[src/fbc_pkg.sv]
package fbc_pkg;
   localparam int ADDR_W = 20;
   localparam int DATA_W = 8;
   // software-side register offsets
   localparam logic [3:0] REG_CTRL = 4'h0;
   localparam logic [3:0] REG_ADDR = 4'h1;
   localparam logic [3:0] REG_WDATA = 4'h2;
   localparam logic [3:0] REG_RDATA = 4'h3;
   localparam logic [3:0] REG_STAT = 4'h4;
   localparam logic [3:0] REG_CMD2 = 4'h5;
   // control register fields
   localparam int CTRL_GO = 0;
   localparam int CTRL_KIND0 = 1;
   localparam int CTRL_RESET = 3;
   localparam int CTRL_PDOWN = 4;
   localparam int CTRL_HV = 5;
   // operation kinds in CTRL[2:1]
   localparam logic [1:0] OP_READ = 2'h0;
   localparam logic [1:0] OP_WRITE1 = 2'h1;
   localparam logic [1:0] OP_WRITE2 = 2'h2;
   // status fields
   localparam int STAT_BUSY = 0;
   localparam int STAT_RDY = 1;
   localparam int STAT_PD = 2;
   localparam int STAT_WAKE = 3;
   // block map
   localparam int BLOCK_SHIFT = 16;
   localparam logic [19:0] TOP_ADDR = 20'hFFFFF;
   localparam logic [7:0] STATUS_AFTER_WAKE = 8'h80;
   // timing
   localparam int CLK_MHZ = 40;
   localparam int PD_MIN_NS = 100;
   localparam int PD_CYC = (PD_MIN_NS * CLK_MHZ + 999) / 1000;
   localparam int SETUP_CYC = 2;
   localparam int STROBE_CYC = 3;
   localparam int READ_CYC = 4;
   localparam int WAKE_OUT_NS = 1000;
   localparam int WAKE_WR_NS = 1000;
   localparam int WAKE_OUT_CYC = WAKE_OUT_NS * CLK_MHZ / 1000;
   localparam int WAKE_WR_CYC = WAKE_WR_NS * CLK_MHZ / 1000;
   localparam int CNT_W = 8;
endpackage

[src/fbc_host.sv]
// Added by the designer: the register addresses and strobed register access.
`timescale 1ns/1ps
module fbc_host
   import fbc_pkg::*;
#(
   parameter int WAKE_OUT_CYCLES = WAKE_OUT_CYC,
   parameter int WAKE_WR_CYCLES = WAKE_WR_CYC
) (
   input wire logic clk, // 40 MHz clock
   input wire logic reset, // async, active high
   input wire logic [3:0] reg_addr, // software register address
   input wire logic [31:0] reg_wdata, // software write data
   input wire logic reg_wr, // software write strobe
   input wire logic reg_rd, // software read strobe
   output logic [31:0] reg_rdata, // read data, cycle after strobe
   output logic [fbc_pkg::ADDR_W-1:0] flash_addr, // flash address pins
   input wire logic [fbc_pkg::DATA_W-1:0] data_bus_i, // flash data in
   output logic [fbc_pkg::DATA_W-1:0] data_bus_o, // flash data out
   output logic data_bus_oe, // high while host drives data
   output logic chip_select_n, // flash chip select
   output logic output_gate_n, // flash output gate
   output logic write_strobe_n, // flash write strobe
   output logic reset_powerdown_n, // flash reset / power-down
   output logic hv_enable, // request high_voltage_level on reset pin
   input wire logic ready_busy_n // flash ready, low while busy
);
   import fbc_pkg::*;

   // software registers, all fields ours:
   //   CTRL  bit0 go, bits 2:1 kind, bit3 reset pulse, bit4 park, bit5 hv
   //   ADDR  20-bit flash byte address
   //   WDATA first data byte on the flash bus
   //   RDATA byte taken at the end of the last read
   //   STAT  bit0 host busy, bit1 ready_busy_n, bit2 parked, bit3 wake
   //   CMD2  second byte of a two-write pair
   // writes are dropped while an operation runs; software polls STAT
   // first. the only exception is clearing the park bit, which the
   // parked state watches itself.
   // a CTRL write with reset or park set ignores go; kind is still stored.
   // kind 0 reads, kind 1 writes WDATA once, kind 2 writes WDATA then
   // CMD2 as the two-write pair that altering commands need.
   // hv_enable follows the hv bit only while the reset pin is high;
   // the flash treats the raised level as a lock override.
   // the lock itself is the flash's business, not ours.
   // read: select, 2 cycles, gate, 4 cycles, sample, release both.
   // write: select and data, 2 cycles, strobe low 3 cycles, 2 cycles
   // hold, release; a pair runs the bus cycle twice back to back.
   // reset: pin low for 5 cycles, then the wake counter runs.
   typedef enum logic [3:0] {
      S_IDLE, // pins idle, ready for software
      S_RD_SETUP, // select low, gate still high
      S_RD_WAIT, // gate low, data settling
      S_WR_SETUP, // select low, data driven
      S_WR_STROBE, // strobe low
      S_WR_HOLD, // strobe high, data still driven
      S_PD_HOLD, // reset pin low, least low time
      S_PD_PARK, // reset pin held low by software
      S_WAKE // reset pin still low; released on leaving
   } fbc_state_t;

   typedef struct packed {
      // sequencer
      fbc_state_t st;
      logic [CNT_W-1:0] cnt;
      logic [15:0] wake_cnt;
      logic second;
      logic [1:0] kind;
      // software registers
      logic [ADDR_W-1:0] addr;
      logic [DATA_W-1:0] wdata;
      logic [DATA_W-1:0] cmd2;
      logic [DATA_W-1:0] rdata;
      logic park;
      logic hv;
      // read port
      logic [31:0] rd_out;
      // flash pins
      logic cs_n;
      logic oe_n;
      logic we_n;
      logic rp_n;
      logic drive;
      logic done;
   } fbc_regs_t;

   fbc_regs_t r, n;

   logic busy_host;
   logic [3:0] stat_bits;
   assign busy_host = (r.st != S_IDLE);
   // ready_busy_n is read live: the flash can finish while host idles
   assign stat_bits = {r.wake_cnt != 16'h0, r.park, ready_busy_n,
      busy_host};

   always_comb begin
      n = r;
      n.rd_out = 32'h0;
      // read data stand one cycle only, zero otherwise
      if (reg_rd) begin
         unique case (reg_addr)
            REG_ADDR: n.rd_out = {12'h000, r.addr};
            REG_WDATA: n.rd_out = {24'h000000, r.wdata};
            REG_RDATA: n.rd_out = {24'h000000, r.rdata};
            REG_CMD2: n.rd_out = {24'h000000, r.cmd2};
            REG_STAT: n.rd_out = {28'h0, stat_bits};
            REG_CTRL: n.rd_out = {26'h0, r.hv, r.park, 1'b0,
               r.kind, 1'b0};
            default: n.rd_out = 32'h0;
         endcase
      end
      // the wake guard counts in the background so status sees it
      if (r.wake_cnt != 16'h0 && r.st != S_PD_HOLD && r.st != S_PD_PARK)
         n.wake_cnt = r.wake_cnt - 16'h1;

      // software writes; a running operation must not see its
      // address or data change under it
      if (reg_wr && !busy_host) begin
         unique case (reg_addr)
            REG_ADDR: n.addr = reg_wdata[ADDR_W-1:0] & TOP_ADDR;
            REG_WDATA: n.wdata = reg_wdata[DATA_W-1:0];
            REG_CMD2: n.cmd2 = reg_wdata[DATA_W-1:0];
            REG_CTRL: begin
               n.hv = reg_wdata[CTRL_HV];
               n.kind = reg_wdata[CTRL_KIND0+1:CTRL_KIND0];
               n.park = reg_wdata[CTRL_PDOWN];
               if (reg_wdata[CTRL_RESET] || reg_wdata[CTRL_PDOWN]) begin
                  // pulse or park reset pin; aborts any flash work
                  // the reset pulse overrides go; no need to clear it
                  n.st = S_PD_HOLD;
                  n.cnt = CNT_W'(PD_CYC);
                  n.rp_n = 1'b0;
                  n.cs_n = 1'b1;
                  n.oe_n = 1'b1;
                  n.we_n = 1'b1;
                  n.drive = 1'b0;
               end else if (reg_wdata[CTRL_GO]) begin
                  n.second = 1'b0;
                  n.cnt = CNT_W'(SETUP_CYC);
                  if (reg_wdata[CTRL_KIND0+1:CTRL_KIND0] == OP_READ) begin
                     // the read waits out the output wake interval itself
                     n.st = S_RD_SETUP;
                     n.cs_n = 1'b0;
                  end else begin
                     n.st = S_WR_SETUP;
                     n.cs_n = 1'b0;
                     n.drive = 1'b1;
                  end
               end
            end
            default: ;
         endcase
      end

      // flash bus sequencer
      unique case (r.st)
         S_IDLE: ;

         // select settles before the gate opens
         S_RD_SETUP: begin
            // flash outputs are not valid until wake_to_output_time
            if (r.wake_cnt == 16'h0) begin
               n.cnt = r.cnt - CNT_W'(1);
               if (r.cnt == CNT_W'(1)) begin
                  n.oe_n = 1'b0;
                  n.cnt = CNT_W'(READ_CYC);
                  n.st = S_RD_WAIT;
               end
            end
         end

         // sample at the last gate cycle, then release both
         S_RD_WAIT: begin
            n.cnt = r.cnt - CNT_W'(1);
            if (r.cnt == CNT_W'(1)) begin
               n.rdata = data_bus_i;
               n.oe_n = 1'b1;
               n.cs_n = 1'b1;
               n.st = S_IDLE;
            end
         end

         // address and data set up before the strobe falls
         S_WR_SETUP: begin
            // hold off commands until wake_to_write_time has passed
            if (r.wake_cnt == 16'h0) begin
               n.cnt = r.cnt - CNT_W'(1);
               if (r.cnt == CNT_W'(1)) begin
                  n.we_n = 1'b0;
                  n.cnt = CNT_W'(STROBE_CYC);
                  n.st = S_WR_STROBE;
               end
            end
         end

         // strobe low; the flash latches on its rising edge
         S_WR_STROBE: begin
            n.cnt = r.cnt - CNT_W'(1);
            if (r.cnt == CNT_W'(1)) begin
               n.we_n = 1'b1;
               n.cnt = CNT_W'(SETUP_CYC);
               n.st = S_WR_HOLD;
            end
         end

         // data held past the strobe edge, then select released
         S_WR_HOLD: begin
            n.cnt = r.cnt - CNT_W'(1);
            if (r.cnt == CNT_W'(1)) begin
               n.cs_n = 1'b1;
               n.drive = 1'b0;
               if (r.kind == OP_WRITE2 && !r.second) begin
                  // second bus cycle of the pair follows directly
                  n.second = 1'b1;
                  n.cnt = CNT_W'(SETUP_CYC);
                  n.st = S_WR_SETUP;
                  n.cs_n = 1'b0;
                  n.drive = 1'b1;
               end else begin
                  n.st = S_IDLE;
               end
            end
         end

         // least low time of the reset pin
         S_PD_HOLD: begin
            n.cnt = r.cnt - CNT_W'(1);
            if (r.cnt == CNT_W'(1))
               n.st = r.park ? S_PD_PARK : S_WAKE;
         end

         // deep power-down for as long as software wants
         S_PD_PARK: begin
            // stay powered down until software clears the park bit
            if (reg_wr && reg_addr == REG_CTRL && !reg_wdata[CTRL_PDOWN]) begin
               n.park = 1'b0;
               n.st = S_WAKE;
            end
         end

         // one guard covers both wake delays; the longer one wins
         S_WAKE: begin
            n.rp_n = 1'b1;
            n.wake_cnt = 16'(WAKE_WR_CYCLES > WAKE_OUT_CYCLES ?
               WAKE_WR_CYCLES : WAKE_OUT_CYCLES);
            n.st = S_IDLE;
         end
         default: n.st = S_IDLE;
      endcase
      n.done = 1'b0;
   end

   always_ff @(posedge clk or posedge reset) begin
      if (reset) begin
         r <= '0;
         // reset pulses the flash reset pin for its least low time and
         // then wakes it, so the flash reads array data afterwards
         r.st <= S_PD_HOLD;
         r.cs_n <= 1'b1;
         r.oe_n <= 1'b1;
         r.we_n <= 1'b1;
         r.rp_n <= 1'b0;
         r.cnt <= CNT_W'(PD_CYC);
      end else begin
         r <= n;
      end
   end

   // select, gate, strobe, reset pin and address come straight from flip-flops; data out,
   // data enable and hv_enable pass through one gate; the data enable drops with the gate, never after it
   assign reg_rdata = r.rd_out;
   assign flash_addr = r.addr;
   assign data_bus_o = r.second ? r.cmd2 : r.wdata;
   assign data_bus_oe = r.drive & r.oe_n;
   assign chip_select_n = r.cs_n;
   assign output_gate_n = r.oe_n;
   assign write_strobe_n = r.we_n;
   assign reset_powerdown_n = r.rp_n;
   assign hv_enable = r.hv & r.rp_n;
endmodule // fbc_host

[config.mk]
export PLATFORM = sky130hd
export DESIGN_NAME = fbc_host
export DESIGN_NICKNAME = d
export VERILOG_FILES = /design/src/fbc_pkg.sv /design/src/fbc_host.sv
export SDC_FILE = /design/constraint.sdc
export NUM_CORES = 1
export LEC_CHECK = 0
export BUFFER_PORTS_ARGS = -buffer_cell sky130_fd_sc_hd__clkbuf_2
export CAP_MARGIN = 5
export CORE_MARGIN = 2
export CORE_UTILIZATION = 26
export CTS_CLUSTER_DIAMETER = 200
export DETAILED_ROUTE_END_ITERATION = 12
export GPL_TIMING_DRIVEN = 1
export PLACE_DENSITY = 0.51
export SETUP_SLACK_MARGIN = 0.1
export SLEW_MARGIN = 10
export SYNTH_ARGS = -nofsm -noshare
export SYNTH_HDL_FRONTEND = slang
export SYNTH_SLANG_ARGS = --single-unit
[constraint.sdc]
create_clock -name clk -period 3.1 [get_ports clk]
set_clock_uncertainty 0.2 [all_clocks]
set_input_delay 0.155 -clock clk [delete_from_list [all_inputs] [get_ports clk]]
set_output_delay 0.155 -clock clk [all_outputs]
set_load 0.01 [all_outputs]
==> results.json <==
{
  "outcome": "complete, no violations",
  "syn_inst": 494,
  "async_flop_share_pct": 100,
  "cp_slowest_cell": "o21ai_0",
  "hpwlAfterDp_um": 9630,
  "gp_congestion": 0.819,
  "crit_buf_inv": 1,
  "critical_path_arrival_ns": 2.73,
  "timing.setup.tns_ns": 0,
  "grtUsageMet1_pct": 16.9,
  "cts_sinks": 102,
  "min_path_type": "in -> reg",
  "path_cells": "inv_1 -> ha_1 -> nor4b_1 -> nand4_1 -> o21ai_0 -> o2111ai_1 -> o211ai_1",
  "grt_max_degree": 40,
  "drt_first_pass_iters": 5,
  "final_area_um2": 6400,
  "drtIter0Drc": 198,
  "synth.distinct_cells": 64,
  "io_pins": 115,
  "final_common_cell": "dfrtp_1",
  "ir_drop_uv": 298,
  "crit_family": "compound AO/OA/AOI/OAI gates",
  "netlist_area_um2": 5280,
  "gr-usage-met2_pct": 20.7,
  "drcViolationCount": 0,
  "synth_edf_count": 0,
  "antenna_found_initial": 0,
  "clk_latency_ns": 0.35,
  "dieHeight_um": 147,
  "p_per_area_nw_per_um2": 850,
  "clockBufferDepth": 2,
  "final_nets": 634,
  "grt_setup_unrepaired": "false",
  "cts_tree": "yes",
  "max_stage_delay_ns": 0.61,
  "p_switching_mw": 1.97,
  "stdcell_count": 857,
  "post_synth.cell_area_avg_um2": 10.7,
  "final_hold_viol_count": 0,
  "routed_wl_um": 13200,
  "clockRootBuffer": "clkbuf_16",
  "cp-end-kind": "flop",
  "clkPwrFrac_pct": 21.4,
  "switching_share_pct": 36.3,
  "cp-start-kind": "flop",
  "ys.flop_type": "dfrtp_1",
  "drv_cap": 0,
  "n_antenna_cell": 0,
  "p_int_mw": 3.46,
  "grt_first_pass_wirelength_um": 22200,
  "p_leak_nw": 2.88,
  "ys_seq_area_share_pct": 48.4,
  "yosys_warnings": 0,
  "power_frac_seq_pct": 42.8,
  "fin_crit_ns": 2.67,
  "cts_setup_buffers": 0,
  "port_buffers": 90,
  "grt_pass1_vias": 4161,
  "ctsHtreeMaxLevel": 3,
  "place_area_um2": 5790,
  "report.final.setup_viol": 0,
  "crit_required_ns": 3.16,
  "gr-total-overflow": 0,
  "cts_made_buffers": 9,
  "initial_core_util_pct": 26.3,
  "drive_gt1_share_pct": 33.6,
  "drv_slew": 0,
  "fmax_ghz": 0.375,
  "finalCritPeriodShare_pct": 86.0,
  "worst_pin_slew_ns": 0.843,
  "die_x_um": 147,
  "synth-seq-cells": 102,
  "comb_power_share_pct": 35.8,
  "layout_common_cells": "dfrtp_1, clkbuf_2, mux2_2, nand2_1, dlygate4sd3_1",
  "cts-hold-fix-buffers": 30,
  "num_vias": 4030,
  "path_class": "reg -> reg",
  "via_per_inst": 4.70,
  "post_cts_resized": 0,
  "crit_fanout": 6,
  "avgRoutedWirePerCell_um": 15.4,
  "dieArea_um2": 21500,
  "core-area_um2": 20100,
  "ant_nets": 0,
  "gr-usage-met3_pct": 3.22,
  "fill_cells": 2065,
  "areaGrowthSynthToFinish_pct": 21.1,
  "slew_headroom_pct": 43.7,
  "grt_use_total_pct": 12.9,
  "fp-row-count": 52,
  "place_inst": 811,
  "grt-busiest-layer": "met2",
  "clkTransAtPathRegs_ns": 0.07
}
routing by layer:
metal | routed length [um] | share of wire (%) | up-vias
met2 | 6270 | 47 | 104
met1 | 6210 | 47 | 2016
li1 | - | - | 1898
met5 | 0 | 0 | -
met4 | 205 | 1.5 | 0
met3 | 546 | 4.1 | 12
final cells by class:
class                   count  area (um2)  area share, %
flip-flops and latches    102        2560           40.0
multi-input cells         317        2230           34.9
repair buffers            140         913           14.3
well taps                 270         338           5.28
clock buffers              13         260           4.07
inverters                  12        48.8          0.763
clock inverters             3        42.5          0.665
registers in the layout, summed over array words and instances, names as in the netlist:
register / flops
chip_select_n: 1
flash_addr: 20
output_gate_n: 1
r: 58
reg_rdata: 20
reset_powerdown_n: 1
write_strobe_n: 1
cell usage after synthesis, types with 5 or more instances:
master,n,area share [%]
dfrtp_1,96,45
buf_4,52,7.4
mux2_2,48,10
nand2_1,32,2.3
nor2_1,26,1.8
a21oi_1,19,1.8
and3_1,15,1.8
clkbuf_1,15,1.1
o21ai_0,13,1.2
inv_1,12,0.85
a22oi_1,11,1.6
nor3_1,10,0.95
xor2_1,9,1.5
a31oi_1,7,0.83
nand3_1,7,0.66
nand4_1,7,0.83
or4_1,7,0.99
dfstp_2,6,3.0
or3_1,6,0.71
a222oi_1,5,0.95
nor4_1,5,0.59
o21ai_1,5,0.47
o31ai_1,5,0.71
final timing paths:
| path | slack (ns) | cells past startpoint | endpoint | start |
|---|---|---|---|---|
| setup / recovery | 0.43 | 7 | r[108] | r[87] |
| hold / removal | 0.02 | 3 | reg_rdata[1] | ready_busy_n |
| setup reg to reg | 0.43 | 7 | r[108] | r[87] |
| hold reg to reg | 0.32 | 2 | r[56] | r[56] |
| max in group asynchronous | 1.52 | 4 | r[112] | reset |
| min in group asynchronous | 0.31 | 3 | flash_addr[1] | reset |
per-stage QoR:
stage                     hold WS, ns  power [mW]  setup slack (ns)  util, %
final                          0.0188        5.43             0.433     31.8
after global routing           0.0290        5.84             0.138     31.8
after CTS                      0.0104        5.50             0.407     31.8
after detailed placement        0.155        4.28             0.421     28.8
after global placement          0.141        4.21             0.532     28.8
after floorplan                0.0867        3.77             0.771        -
cell families (layout without fill, tap and decap cells):
family	after synthesis	in the layout	synth area share, %
xor+xnor	12	12	1.99
buf+inv	86	168	10.2
simple gates	153	153	16.8
mux	52	52	11.1
other cells	1	12	0.0710
compound gates	85	85	10.7
flops	102	102	48.4
fa+ha+maj	3	3	0.710
tightest hold or removal path, delay by kind of cell:
kind	cells	cell delay, ns
AOI/OAI and AO/OA	2	0.27
buffers and inverters	1	0.10
power groups by stage:
stage / Combinational [mW] / Sequential, mW / Clock, mW
6_report: 1.95 / 2.33 / 1.16
5_1_grt: 2.17 / 2.41 / 1.26
4_1_cts: 1.97 / 2.33 / 1.21
3_5_place_dp: 1.93 / 2.35 / 0
3_3_place_gp: 1.89 / 2.32 / 0
2_1_floorplan: 1.60 / 2.17 / 0
Note: power is estimated with default switching activity, not from simulation.
